<file path="config.mk">
export PLATFORM = sky130hd
export DESIGN_NAME = lcd_screen_blink_frame_timing
export DESIGN_NICKNAME = d
export VERILOG_FILES = /design/src/shared/lcd_timing_pkg.sv /design/src/core/lcd_screen_blink_frame_timing.sv
export VERILOG_INCLUDE_DIRS = /design/src /design/src/shared
export SDC_FILE = /design/constraint.sdc
export NUM_CORES = 1
export LEC_CHECK = 0
export BUFFER_PORTS_ARGS = -buffer_cell sky130_fd_sc_hd__buf_2
export CORE_ASPECT_RATIO = 1.1
export CORE_MARGIN = 1
export CORE_UTILIZATION = 34
export CTS_BUF_LIST = sky130_fd_sc_hd__clkbuf_8
export DETAILED_ROUTE_END_ITERATION = 7
export GPL_TIMING_DRIVEN = 0
export PLACE_DENSITY = 0.51
export SLEW_MARGIN = 40
export SYNTH_ARGS = -nofsm -noshare
export SYNTH_HDL_FRONTEND = slang
export SYNTH_SLANG_ARGS = --single-unit
</file>
<file path="constraint.sdc">
create_clock -name mclk_i -period 3.2 [get_ports mclk_i]
set_clock_uncertainty 0.2 [all_clocks]
set_input_delay 0.16 -clock mclk_i [delete_from_list [all_inputs] [get_ports mclk_i]]
set_output_delay 0.16 -clock mclk_i [all_outputs]
set_load 0.02 [all_outputs]
</file>
<file path="src/shared/lcd_timing_map.svh">
// Register offsets, field positions, reset values and timing figures of the LCD timing block
`ifndef LCD_TIMING_MAP_SVH
`define LCD_TIMING_MAP_SVH
`define LCD_SYS_CLK_HZ 100000000
`define LCD_CLK_FAST_HZ 2048
`define LCD_CLK_SLOW_HZ 128
`define LCD_QUARTERS_PER_SEC 4
`define LCD_OFS_MAIN 8'h95
`define LCD_OFS_CLK 8'h96
`define LCD_OFS_SCR 8'hb1
`define LCD_OFS_IRQ_STAT 8'hc0
`define LCD_OFS_IRQ_MASK 8'hc1
`define LCD_RST_MAIN 8'h01
`define LCD_RST_CLK 8'h00
`define LCD_RST_SCR 8'h00
`define LCD_MAIN_EN 7
`define LCD_MAIN_BLINK 5
`define LCD_MAIN_LCD_CLOCK_SOURCE_SELECT 3
`define LCD_MAIN_MUX 1:0
`define LCD_CLK_BLINK_SOURCE_MODE 7:6
`define LCD_CLK_BLINK_RATE_SELECT 5:4
`define LCD_CLK_FD 3:0
`define LCD_SCR_SCROLL 7
`define LCD_SCR_INV 6
`define LCD_SCR_RSVD 5:4
`define LCD_SCR_SEL 3:2
`define LCD_SCR_DONE 1
`define LCD_SCR_HOLD 0
`define LCD_MUX_3X 2'h2
`define LCD_MUX_4X 2'h3
`define LCD_BLK_OFF 2'h0
`define LCD_BLK_ON 2'h1
`define LCD_BLK_FIXED 2'h2
`define LCD_BLK_RATE 2'h3
`define LCD_FD_ZERO 4'h0
`define LCD_FD_MAX 4'hf
`define LCD_FAST_CODE0_PER 8'h80
`define LCD_SLOW_CODE0_PER 8'h02
`define LCD_SLOW_MAX_PER 8'h01
`define LCD_SLOW_CAP_2X 8'h08
`define LCD_SLOW_PER_3X4X 8'h04
`define LCD_FIXED_QUARTERS 4'h1
`define LCD_IRQ_FRAME 0
`define LCD_IRQ_DONE 1
`define LCD_IRQ_BLINK 2
`define LCD_IRQ_SCROLL 3
`define LCD_IRQ_W 4
`endif

</file>
<file path="src/shared/lcd_timing_pkg.sv">
// Types shared by the LCD screen, blink and frame timing block
package lcd_timing_pkg;
	typedef struct packed {
		logic [7:0] addr;
		logic [7:0] wdata;
		logic wr;
		logic rd;
	} reg_req_type;
	typedef struct packed {
		logic [1:0] screen;
		logic on;
		logic invert;
		logic [1:0] com_phase;
		logic frame_tick;
		logic data_latch;
	} lcd_drive_type;
endpackage : lcd_timing_pkg

</file>
<file path="src/core/lcd_screen_blink_frame_timing.sv">
// LCD screen select, auto-scroll, blink, frame inversion and frame-rate timing
//
// Decided for this implementation: strobed register access.
`include "lcd_timing_map.svh"

// Function
// - Auto-scroll bit set steps through all four screens in turn.
// - Scroll step period comes from the two-bit blink rate field.
// - With blink enable and auto-scroll both set, scroll and do not blink.
// - Inversion bit set inverts every second frame; clear inverts none.
// - Screen select field picks which of screens 0 to 3 is shown.
// - Update-done bit sets once memory is taken up and a frame starts.
// - While hold bit is set, data registers are not used for display.
// - After hold clears, data registers are used again from next frame.
// - Blink source 00 forces display off, 01 forces it on.
// - Blink source 10 blinks at 2 Hz; 11 uses the blink rate field.
// - Blink rate field counts only for source 11: 1, 1/2, 1/3, 1/4 Hz.
// - At 2048 Hz and 2x, LCD rate is 2048/(4(n+1)); code 0 gives 16 Hz.
// - Frame divider is bits 3:0 of the clock register, reset 0000.
// - Clock select one gives 128 Hz LCD clock, zero gives 2048 Hz.
// - Blink enable turns blinking on, shaped by source and rate fields.
module lcd_screen_blink_frame_timing #(
	parameter int FAST_DIV = `LCD_SYS_CLK_HZ / `LCD_CLK_FAST_HZ,
	parameter int SLOW_DIV = `LCD_SYS_CLK_HZ / `LCD_CLK_SLOW_HZ,
	parameter int QUARTER_FAST = `LCD_CLK_FAST_HZ / `LCD_QUARTERS_PER_SEC,
	parameter int QUARTER_SLOW = `LCD_CLK_SLOW_HZ / `LCD_QUARTERS_PER_SEC
) (
	input wire logic mclk_i,
	input wire logic arst_n_i,
	input wire lcd_timing_pkg::reg_req_type reg_req_i,
	output logic [7:0] rd_data_o,
	output logic irq_o,
	output lcd_timing_pkg::lcd_drive_type drive_o
);

	// Software-visible registers
	logic [7:0] main_cfg;
	logic [7:0] clk_cfg;
	logic [7:0] scr_cfg;
	logic update_done;
	logic [`LCD_IRQ_W-1:0] irq_stat;
	logic [`LCD_IRQ_W-1:0] irq_mask;
	logic [`LCD_IRQ_W-1:0] irq_event;

	// Timing state
	logic [19:0] sys_cnt;
	logic lcd_clk_tick;
	logic [7:0] rate_cnt;
	logic rate_tick;
	logic [1:0] phase;
	logic frame_edge;
	logic [9:0] quarter_cnt;
	logic quarter_tick;
	logic [3:0] blink_cnt;
	logic blink_phase;
	logic [4:0] scroll_cnt;
	logic [1:0] scroll_idx;
	logic resume_pend;

	// Decoded fields
	logic lcd_en;
	logic blink_en;
	logic slow_clk;
	logic [1:0] mux;
	logic [1:0] blk_mod;
	logic [1:0] blk_freq;
	logic [3:0] fd;
	logic autoscroll;
	logic hold;
	logic wr_hit_scr;
	logic [1:0] last_phase;
	logic [7:0] rate_period;
	logic [9:0] quarter_len;
	logic [3:0] blink_len;
	logic [4:0] scroll_len;
	logic next_on;
	logic [1:0] next_screen;

	assign lcd_en = main_cfg[`LCD_MAIN_EN];
	assign blink_en = main_cfg[`LCD_MAIN_BLINK];
	assign slow_clk = main_cfg[`LCD_MAIN_LCD_CLOCK_SOURCE_SELECT];
	assign mux = main_cfg[`LCD_MAIN_MUX];
	assign blk_mod = clk_cfg[`LCD_CLK_BLINK_SOURCE_MODE];
	assign blk_freq = clk_cfg[`LCD_CLK_BLINK_RATE_SELECT];
	assign fd = clk_cfg[`LCD_CLK_FD];
	assign autoscroll = scr_cfg[`LCD_SCR_SCROLL];
	assign hold = scr_cfg[`LCD_SCR_HOLD];
	assign wr_hit_scr = reg_req_i.wr && (reg_req_i.addr == `LCD_OFS_SCR);

	// LCD rate period in LCD clock ticks for the divider code
	function automatic logic [7:0] lcd_period(input logic [3:0] code, input logic slow,
		input logic [1:0] mx);
		logic [7:0] base;
		logic wide;
		// Add after widening, so that code 15 gives 64 and does not wrap to zero
		base = {2'h0, code, 2'h0} + 8'h4;
		wide = (mx == `LCD_MUX_3X) || (mx == `LCD_MUX_4X);
		lcd_period = base;
		if (!slow)
		begin
			if (code == `LCD_FD_ZERO)
				lcd_period = `LCD_FAST_CODE0_PER;
			else
				lcd_period = base;
			if (wide)
				lcd_period = lcd_period >> 1;
		end
		else if (code == `LCD_FD_MAX)
			lcd_period = `LCD_SLOW_MAX_PER;
		else if (code == `LCD_FD_ZERO)
			lcd_period = `LCD_SLOW_CODE0_PER;
		else if (wide)
			lcd_period = `LCD_SLOW_PER_3X4X;
		else if ((base >> 1) > `LCD_SLOW_CAP_2X)
			lcd_period = `LCD_SLOW_CAP_2X;
		else
			lcd_period = base >> 1;
	endfunction : lcd_period

	// Combinational selections from the configuration
	always_comb
	begin
		rate_period = lcd_period(fd, slow_clk, mux);
		quarter_len = slow_clk ? 10'(QUARTER_SLOW) : 10'(QUARTER_FAST);
		case (mux)
			`LCD_MUX_3X: last_phase = 2'h2;
			`LCD_MUX_4X: last_phase = 2'h3;
			default: last_phase = 2'h1;
		endcase
		if (blk_mod == `LCD_BLK_FIXED)
			blink_len = `LCD_FIXED_QUARTERS;
		else
			blink_len = {({1'b0, blk_freq} + 3'h1), 1'b0};
		scroll_len = {({1'b0, blk_freq} + 3'h1), 2'h0};
		if (!lcd_en)
			next_on = 1'b0;
		else if (!blink_en || autoscroll)
			next_on = 1'b1;
		else
		begin
			case (blk_mod)
				`LCD_BLK_OFF: next_on = 1'b0;
				`LCD_BLK_ON: next_on = 1'b1;
				default: next_on = blink_phase;
			endcase
		end
		next_screen = autoscroll ? scroll_idx : scr_cfg[`LCD_SCR_SEL];
	end

	// LCD clock from the system clock; a one-cycle enable, not a clock
	always_ff @(posedge mclk_i or negedge arst_n_i)
	begin
		if (!arst_n_i)
		begin
			sys_cnt <= 20'h0;
			lcd_clk_tick <= 1'b0;
		end
		else if (!lcd_en)
		begin
			sys_cnt <= 20'h0;
			lcd_clk_tick <= 1'b0;
		end
		else if (sys_cnt >= (slow_clk ? 20'(SLOW_DIV - 1) : 20'(FAST_DIV - 1)))
		begin
			sys_cnt <= 20'h0;
			lcd_clk_tick <= 1'b1;
		end
		else
		begin
			sys_cnt <= sys_cnt + 20'h1;
			lcd_clk_tick <= 1'b0;
		end
	end

	// LCD rate divider and COM phase; a frame ends when the phase wraps
	always_ff @(posedge mclk_i or negedge arst_n_i)
	begin
		if (!arst_n_i)
		begin
			rate_cnt <= 8'h0;
			rate_tick <= 1'b0;
			phase <= 2'h0;
			frame_edge <= 1'b0;
		end
		else
		begin
			rate_tick <= 1'b0;
			frame_edge <= 1'b0;
			if (lcd_clk_tick)
			begin
				if (rate_cnt + 8'h1 >= rate_period)
				begin
					rate_cnt <= 8'h0;
					rate_tick <= 1'b1;
				end
				else
					rate_cnt <= rate_cnt + 8'h1;
			end
			if (rate_tick)
			begin
				if (phase >= last_phase)
				begin
					phase <= 2'h0;
					frame_edge <= 1'b1;
				end
				else
					phase <= phase + 2'h1;
			end
		end
	end

	// Quarter-second base from the LCD clock for blink and scroll
	always_ff @(posedge mclk_i or negedge arst_n_i)
	begin
		if (!arst_n_i)
		begin
			quarter_cnt <= 10'h0;
			quarter_tick <= 1'b0;
		end
		else
		begin
			quarter_tick <= 1'b0;
			if (lcd_clk_tick)
			begin
				if (quarter_cnt + 10'h1 >= quarter_len)
				begin
					quarter_cnt <= 10'h0;
					quarter_tick <= 1'b1;
				end
				else
					quarter_cnt <= quarter_cnt + 10'h1;
			end
		end
	end

	// Blink phase toggles every half period; shown only at a frame edge
	always_ff @(posedge mclk_i or negedge arst_n_i)
	begin
		if (!arst_n_i)
		begin
			blink_cnt <= 4'h0;
			blink_phase <= 1'b1;
		end
		else if (quarter_tick)
		begin
			if (blink_cnt + 4'h1 >= blink_len)
			begin
				blink_cnt <= 4'h0;
				blink_phase <= !blink_phase;
			end
			else
				blink_cnt <= blink_cnt + 4'h1;
		end
	end

	// Scroll index walks 0..3 and wraps, one step per scroll period
	always_ff @(posedge mclk_i or negedge arst_n_i)
	begin
		if (!arst_n_i)
		begin
			scroll_cnt <= 5'h0;
			scroll_idx <= 2'h0;
		end
		else if (!autoscroll)
		begin
			scroll_cnt <= 5'h0;
			scroll_idx <= scr_cfg[`LCD_SCR_SEL];
		end
		else if (quarter_tick)
		begin
			// Five bits: the slowest step is sixteen quarters
			if (scroll_cnt + 5'h1 >= scroll_len)
			begin
				scroll_cnt <= 5'h0;
				scroll_idx <= scroll_idx + 2'h1;
			end
			else
				scroll_cnt <= scroll_cnt + 5'h1;
		end
	end

	// Drive outputs; screen and blanking change only at frame edges; inversion rises at a frame edge but drops as soon as its bit clears
	always_ff @(posedge mclk_i or negedge arst_n_i)
	begin
		if (!arst_n_i)
			drive_o <= '0;
		else
		begin
			drive_o.com_phase <= phase;
			drive_o.frame_tick <= frame_edge;
			drive_o.data_latch <= frame_edge && !hold;
			if (frame_edge)
			begin
				drive_o.screen <= next_screen;
				drive_o.on <= next_on;
				drive_o.invert <= scr_cfg[`LCD_SCR_INV] && !drive_o.invert;
			end
			else if (!scr_cfg[`LCD_SCR_INV])
				drive_o.invert <= 1'b0;
		end
	end

	// A release of hold is remembered until the next frame takes the data up
	always_ff @(posedge mclk_i or negedge arst_n_i)
	begin
		if (!arst_n_i)
			resume_pend <= 1'b1;
		else if (frame_edge && !hold)
			resume_pend <= 1'b0;
		else if (wr_hit_scr && hold && !reg_req_i.wdata[`LCD_SCR_HOLD])
			resume_pend <= 1'b1;
	end

	// Update-done flag; a set in the same cycle as a clear wins
	always_ff @(posedge mclk_i or negedge arst_n_i)
	begin
		if (!arst_n_i)
			update_done <= 1'b0;
		else if (frame_edge && !hold && resume_pend)
			update_done <= 1'b1;
		else if (wr_hit_scr && reg_req_i.wdata[`LCD_SCR_DONE])
			update_done <= 1'b0;
	end

	// Configuration writes; reserved bits are stored but steer nothing
	always_ff @(posedge mclk_i or negedge arst_n_i)
	begin
		if (!arst_n_i)
		begin
			main_cfg <= `LCD_RST_MAIN;
			clk_cfg <= `LCD_RST_CLK;
			scr_cfg <= `LCD_RST_SCR;
			irq_mask <= '0;
		end
		else if (reg_req_i.wr)
		begin
			case (reg_req_i.addr)
				`LCD_OFS_MAIN: main_cfg <= reg_req_i.wdata;
				`LCD_OFS_CLK: clk_cfg <= reg_req_i.wdata;
				`LCD_OFS_SCR: scr_cfg <= reg_req_i.wdata & ~(8'h1 << `LCD_SCR_DONE);
				`LCD_OFS_IRQ_MASK: irq_mask <= reg_req_i.wdata[`LCD_IRQ_W-1:0];
				default: ;
			endcase
		end
	end

	assign irq_event[`LCD_IRQ_FRAME] = frame_edge;
	assign irq_event[`LCD_IRQ_DONE] = frame_edge && !hold && resume_pend;
	assign irq_event[`LCD_IRQ_BLINK] = frame_edge && (next_on != drive_o.on);
	assign irq_event[`LCD_IRQ_SCROLL] = frame_edge && (next_screen != drive_o.screen);

	// Sticky status bits, write one to clear, set wins over clear
	generate
		for (genvar i = 0; i < `LCD_IRQ_W; i++)
		begin : g_stat
			always_ff @(posedge mclk_i or negedge arst_n_i)
			begin
				if (!arst_n_i)
					irq_stat[i] <= 1'b0;
				else if (irq_event[i])
					irq_stat[i] <= 1'b1;
				else if (reg_req_i.wr && (reg_req_i.addr == `LCD_OFS_IRQ_STAT)
					&& reg_req_i.wdata[i])
					irq_stat[i] <= 1'b0;
			end
		end
	endgenerate

	// Interrupt level from the registered status and mask
	always_ff @(posedge mclk_i or negedge arst_n_i)
	begin
		if (!arst_n_i)
			irq_o <= 1'b0;
		else
			irq_o <= |(irq_stat & irq_mask);
	end

	// Read data stands for one cycle after the strobe; unmapped reads zero
	always_ff @(posedge mclk_i or negedge arst_n_i)
	begin
		if (!arst_n_i)
			rd_data_o <= 8'h0;
		else if (!reg_req_i.rd)
			rd_data_o <= 8'h0;
		else
		begin
			case (reg_req_i.addr)
				`LCD_OFS_MAIN: rd_data_o <= main_cfg;
				`LCD_OFS_CLK: rd_data_o <= clk_cfg;
				`LCD_OFS_SCR: rd_data_o <= {scr_cfg[7:2], update_done, scr_cfg[0]};
				`LCD_OFS_IRQ_STAT: rd_data_o <= {4'h0, irq_stat};
				`LCD_OFS_IRQ_MASK: rd_data_o <= {4'h0, irq_mask};
				default: rd_data_o <= 8'h0;
			endcase
		end
	end

endmodule : lcd_screen_blink_frame_timing

</file>
Word level (Yosys, flattened, before mapping)

Cells that the tools add are included.

Register bits: 106
Bits of input ports: 20
Output and inout port bits: 17
Word-level logic and storage cells: 149

Add/subtract/negate cells: 9
Magnitude comparators: 7
Equal/unequal tests: 15
Muxes and demuxes: 51
Bitwise logic cells: 1
Reductions and logical operators: 36

Operators with widths:

| kind                                                  | count |
|---|---|
| 2-to-1 mux 8 bit                                      | 8 |
| 2-to-1 mux 20 bit                                     | 3 |
| == test 8 bit, second input constant                  | 5 |
| case mux 8 bit (5 select lines)                       | 1 |
| 2-to-1 mux 1 bit                                      | 24 |
| adder 20 x 1 -> 20 bit, second input constant         | 1 |
| greater-or-equal comparator 20 bit                    | 1 |
| 2-to-1 mux 10 bit                                     | 2 |
| 2-to-1 mux 5 bit                                      | 3 |
| logical AND 1 bit                                     | 14 |
| AND reduction 2 bit                                   | 6 |
| nonzero test 2 bit                                    | 6 |
| adder 10 x 1 -> 10 bit, second input constant         | 1 |
| greater-or-equal comparator 10 bit                    | 1 |
| 2-to-1 mux 2 bit                                      | 5 |
| adder 8 x 1 -> 8 bit, second input constant           | 1 |
| greater-or-equal comparator 8 bit                     | 1 |
| 2-to-1 mux 4 bit                                      | 2 |
| adder 6 x 3 -> 7 bit, second input constant           | 1 |
| == test 2 bit, second input constant                  | 3 |
| > comparator 6 x 4 -> 1 bit, second input constant    | 1 |
| 2-to-1 mux 6 bit                                      | 1 |
| inequality test 2 x 1 -> 1 bit, second input constant | 3 |
| adder 5 x 1 -> 5 bit, second input constant           | 1 |
| other kinds (18)                                      | 24 |

Longest topological paths before layout

Depth in word-level cells: 10
Depth in mapped cells: 14

Worst setup path before layout

OpenSTA, ideal clock, no wires.

Path type: reg-to-reg
From: register main_cfg[3]
To: register sys_cnt[10]
Library setup time: 71 ps
Arrival: 2614 ps
Data required time: 2929 ps
Setup slack: 315 ps
Stages on the path, launching flop included: 10
Period minus slack after synthesis: 2885 ps
Cells stage by stage: dfrtp_1 clkinv_1 ha_1 a31oi_1 o21ai_0 a221o_1 a311oi_1 nand2_2 buf_6 nor2_1

Cells in the longest elaborated chain, start to end: 4

Ends and longest elaborated chain:

| what                               | RTL line                             | text |
|---|---|---|
| start: declaration                 | lcd_screen_blink_frame_timing.sv:37  | `logic [7:0] main_cfg;` |
| start signal: assignment           | lcd_screen_blink_frame_timing.sv:330 | `` main_cfg <= `LCD_RST_MAIN; `` |
| start signal: assignment           | lcd_screen_blink_frame_timing.sv:338 | `` `LCD_OFS_MAIN: main_cfg <= reg_req_i.wdata; `` |
| 2-to-1 mux 20 bit                  | lcd_screen_blink_frame_timing.sv:163 | `else if (sys_cnt >= (slow_clk ? 20'(SLOW_DIV - 1) : 20'(FAST_DIV - 1)))` |
| greater-or-equal comparator 20 bit | lcd_screen_blink_frame_timing.sv:163 |  |
| 2-to-1 mux 20 bit                  | lcd_screen_blink_frame_timing.sv:163 |  |
| 2-to-1 mux 20 bit                  | lcd_screen_blink_frame_timing.sv:158 | `else if (!lcd_en)` |
| end signal: assignment             | lcd_screen_blink_frame_timing.sv:170 | `sys_cnt <= sys_cnt + 20'h1;` |
| end: declaration                   | lcd_screen_blink_frame_timing.sv:46  | `logic [19:0] sys_cnt;` |

No other way between the ends.
A chain may end at the register's enable or synchronous reset.

Worst setup path after layout

From: register quarter_cnt[0]
To: register quarter_cnt[9]

Cells in the longest elaborated chain, start to end: 3

Ends and longest elaborated chain:

| what                               | RTL line                                                                   | text |
|---|---|---|
| start: declaration                 | lcd_screen_blink_frame_timing.sv:52                                        | `logic [9:0] quarter_cnt;` |
| start signal: assignment           | lcd_screen_blink_frame_timing.sv:231                                       | `quarter_cnt <= quarter_cnt + 10'h1;` |
| adder 10 x 1 -> 10 bit (*)         | lcd_screen_blink_frame_timing.sv:225, lcd_screen_blink_frame_timing.sv:231 |  |
| greater-or-equal comparator 10 bit | lcd_screen_blink_frame_timing.sv:225                                       | `if (quarter_cnt + 10'h1 >= quarter_len)` |
| 2-to-1 mux 10 bit (*)              | lcd_screen_blink_frame_timing.sv:225                                       |  |

Mark *: on every way between the ends. The rest lies on a longest branch, timed or not.

==> impl.org <==
** Clock network
- TritonCTS built the clock tree.
- Buffers added to address setup during post-CTS repair amount to 0.
- Clock-pin slew was measured on the worst setup and hold paths at 0.10 ns.
- Clock Latency Late Sink :: 0.37 ns
- Counting every sink on the clock net gives 106.
- The H-tree was split into 3 levels.
- The number of clock buffers added by TritonCTS is 9.
- The cell sitting at the root of the clock tree is a sky130_fd_sc_hd__clkbuf_8.
- Largest buffer count on any clock path :: 2

** Synth
- In the post-synthesis netlist, the cell with the most instances is sky130_fd_sc_hd__dfrtp_1.
- EDFF count, synth :: 0
- In this run, distinct cell masters in the synthesized netlist total 55.
- The most used flip-flop cell after synthesis is sky130_fd_sc_hd__dfrtp_1.
- After technology mapping, the gate count stands at 589.
- Async set-reset flop share out of synthesis :: 1.000
- Total of warnings raised by yosys :: 0
- Of the post-synthesis cell area, the dominant cell type holds 0.4367.
- Mean Syn Cell Area :: 10.02 µm²
- By area the synthesized netlist is led by sky130_fd_sc_hd__dfrtp_1 (44%), sky130_fd_sc_hd__ha_1 (8.7%), sky130_fd_sc_hd__mux2_2 (5.2%).
- Cell accounting for the most synthesized area :: sky130_fd_sc_hd__dfrtp_1
- Synth Net Count :: 650
- Netlist area before placement :: 5902 µm²
- For this run, the register share of the synthesized area comes to 0.4501.
- Register bit total from synthesis :: 106
- Ranking of synthesized cells by instance count :: sky130_fd_sc_hd__dfrtp_1 (103), sky130_fd_sc_hd__nor2_1 (56), sky130_fd_sc_hd__nand2_1 (43)

** Setup path
- By instance count, the cell type seen most on the critical path is sky130_fd_sc_hd__and3_1.
- Data arrival time of the critical path :: 3.08 ns
- Traced cell by cell, the critical path runs through and3_1, and3_1, buf_2, and3_1, and3_1, xor2_1, ha_1, nand2b_1, o32a_1, buf_2, o21ai_1, a22o_1.
- WP data required :: 3.31 ns
- CP max stage delay :: 0.45 ns
- STA classifies the critical path endpoint as a register.
- Critical Path Start Type :: register
- Maximum fanout encountered on the critical timing path :: 10
- Kind of critical path :: reg2reg
- Cell type of the slowest stage on the worst timing path :: sky130_fd_sc_hd__dfrtp_1

** Finish
- Layout Nets :: 707
- The area growth from synthesis to layout is 14.16%.
- The filler cells instantiated in the layout total 1714.
- The repair_antennas step left the layout with diodes totalling 0.
- Fraction of final layout cells sized beyond drive strength 1 :: 0.1429
- For this run, the share of the core covered by cells in the final layout is 0.3960.
- The finished layout holds 885 standard cells, fillers aside.
- After routing the design area is 6738 µm².

** Pwr
- The internal portion of the total power is 1848 µW.
- Tot Pwr :: 2462 µW
- Summed over all cells, the static leakage comes to 0.003126 µW.
- Switching power share of the total :: 0.2492
- Power spread over the standard cell area amounts to 365.3 nW/µm².
- Power spent charging and discharging nets :: 613.5 µW
- Clock power share :: 0.358
- Across the VDD grid, the largest voltage drop is 211.9 µV.
- The share of total power dissipated in sequential elements is 0.561.
- The share of total power dissipated in combinational logic is 0.081.

** Placement
- During placement, the flow inserted port buffers numbering 35.
- Routability-driven placement finished with a final weighted congestion of 0.7670.
- Placed wire-length estimate :: 9171 µm
- Total cell area at the placement stage :: 6407 µm²
- Including well taps, the total number of placed cells is 859.

** Drt
- Detailed router's first-iteration violation count :: 215
- In the routed layout, each cell is associated on average with a via count of 5.020.
- Number of nets still failing antenna checks after routing :: 0
- Via Count :: 4443
- In the routed design, unresolved DRC markers number 0.
- The first detailed-routing pass ran for 4 iterations.
- Dividing the detail-routed wire length by the instance count gives 14.37 µm.
- The final layout contains routed wiring with a total length of 12710 µm.

** STA
- The worst path in the final design needs a cycle of 2.976 ns, including I/O delays and setup.
- The final hold violation count came to 0.
- Portion of the clock cycle consumed by the worst path in the final layout :: 0.9300
- Summed over all failing endpoints, the final setup total negative slack is 0 ns.
- Tightest Pin Transition :: 0.6112 ns
- Setup violations remaining at the end of the flow were counted as 0.
- Setup repair after global routing missed its margin :: false
- Final Max Tran Viols :: 0
- The worst pin sits at a relative slew slack of 0.5910.
- Maximum clock frequency :: 336.0 MHz

** Run
- Across the run, the number of max-cap violations was 0.

** Floorplanning
- The floorplan has 50 rows.
- Horizontal die dimension :: 127.6 µm
- The die is 140.2 µm tall.
- The total area inside the core boundary comes to 17020 µm².
- 37 I/O pins were placed.
- The floorplan step defined a die boundary enclosing 17890 µm².
- Starting Density :: 0.3468

** Run status
- The run finished with clean final reports.

** Global route
- The initial antenna violation count came to 0.
- The via count of the first global-routing pass is 4474.
- Global-route wire length before repair :: 22260 µm
- Final global-route overflow total :: 0
- Total global-route track usage :: 0.1557
- Pin count of the biggest net entering global routing :: 74

** Min path
- Type of the most critical hold path :: in2async
-- worst max-delay path, delay by kind of cell (launching register included) --
family                     cells  cell delay, ns
AOI/OAI and AO/OA              3            0.62
xor gates and xnor gates       1            0.15
adders and majority gates      1            0.20
buffers and inverters          2            0.34
DFF                            1            0.45
and+or+nand+nor                5            0.95
-- worst paths after layout --
| check | startpoint | endpoint | slack [ns] | cells past startpoint |
|---|---|---|---|---|
| max in group asynchronous | arst_n_i | blink_phase | 2.09 | 3 |
| min in group mclk_i | reg_req_i[10] | irq_stat[0] | 0.07 | 4 |
| worst max register to register | quarter_cnt[0] | quarter_cnt[9] | 0.22 | 12 |
| worst max-delay path | quarter_cnt[0] | quarter_cnt[9] | 0.22 | 12 |
| worst min register to register | frame_edge | drive_o[1] | 0.21 | 0 |
| worst min-delay path | arst_n_i | irq_stat[1] | 0.02 | 2 |
-- registers in the layout, indices dropped and copies added, names as in the netlist, 2 cells and up --
register / flops
rate_cnt: 8
scroll_cnt: 5
drive_o: 8
scr_cfg: 7
main_cfg: 8
scroll_idx: 2
rd_data_o: 8
sys_cnt: 20
clk_cfg: 8
blink_cnt: 4
irq_stat: 4
irq_mask: 4
phase: 2
quarter_cnt: 10
-- repair_timing --
action | CTS | global route
endpoints found under the hold margin | 139 | 0
cloned | 0 | 0
hold buffers | 11 | 0
resized for setup | 3 | 2
endpoints found under the setup margin | 30 | 24
-- cell type report --
type                    count  area [µm²]  share of cell area
multi-input cells         439        3075              0.4565
flip-flops and latches    106        2660              0.3948
repair buffers             47       322.8             0.04791
well taps                 234       292.8             0.04345
clock buffers              11       151.4             0.02247
inverters                  24       92.59             0.01374
plain buffers              19       82.58             0.01226
clock inverters             5       60.06            0.008914
-- power groups by stage --
stage                     Combinational [µW]  Clock, µW  Sequential, µW
after CTS                                205        920            1380
after global placement                   183          0            1410
after detailed placement                 194          0            1410
after floorplan                          111          0            1400
after global routing                     230        976            1390
final                                    199        881            1380
-- cells by family after synthesis --
kind of cell,share of synthesized area
compound gates,0.1312
flops,0.4501
buf+inv,0.02989
mux,0.06339
simple gates,0.1762
fa+ha+maj,0.08692
xor+xnor,0.06233
-- routing by layer --
| metal | track usage | wire [µm] | vias to the layer above |
|---|---|---|---|
| li1 | - | - | 2207 |
| met1 | 0.2085 | 6130 | 2160 |
| met2 | 0.2537 | 6106 | 67 |
| met3 | 0.02712 | 350 | 9 |
| met4 | 0.05263 | 127 | 0 |
| met5 | 0 | 0 | - |
-- cells in the final DEF (no fill, tap or decap), drive strengths merged, types with 12 or more instances in the layout --
| cell | instances |
|---|---|
| dfrtp | 103 |
| nor2 | 56 |
| nand2 | 44 |
| nand3 | 41 |
| ha | 41 |
| buf | 39 |
| mux2 | 27 |
| clkbuf | 27 |
| o21ai | 25 |
| inv | 24 |
| xor2 | 22 |
| a21oi | 20 |
| xnor2 | 20 |
| a22o | 15 |
| a21o | 12 |
-- through the flow --
step | setup slack, ns | hold WS [ns]
global placement | -0.4787 | 0.1840
floorplan | 0.3147 | -0.3356
detailed placement | -0.5331 | -0.1553
finish | 0.2242 | 0.02264
global route | 0.01564 | 0.02586
CTS | 0.08516 | 0.01094
Power figures use the tool's default switching activity.
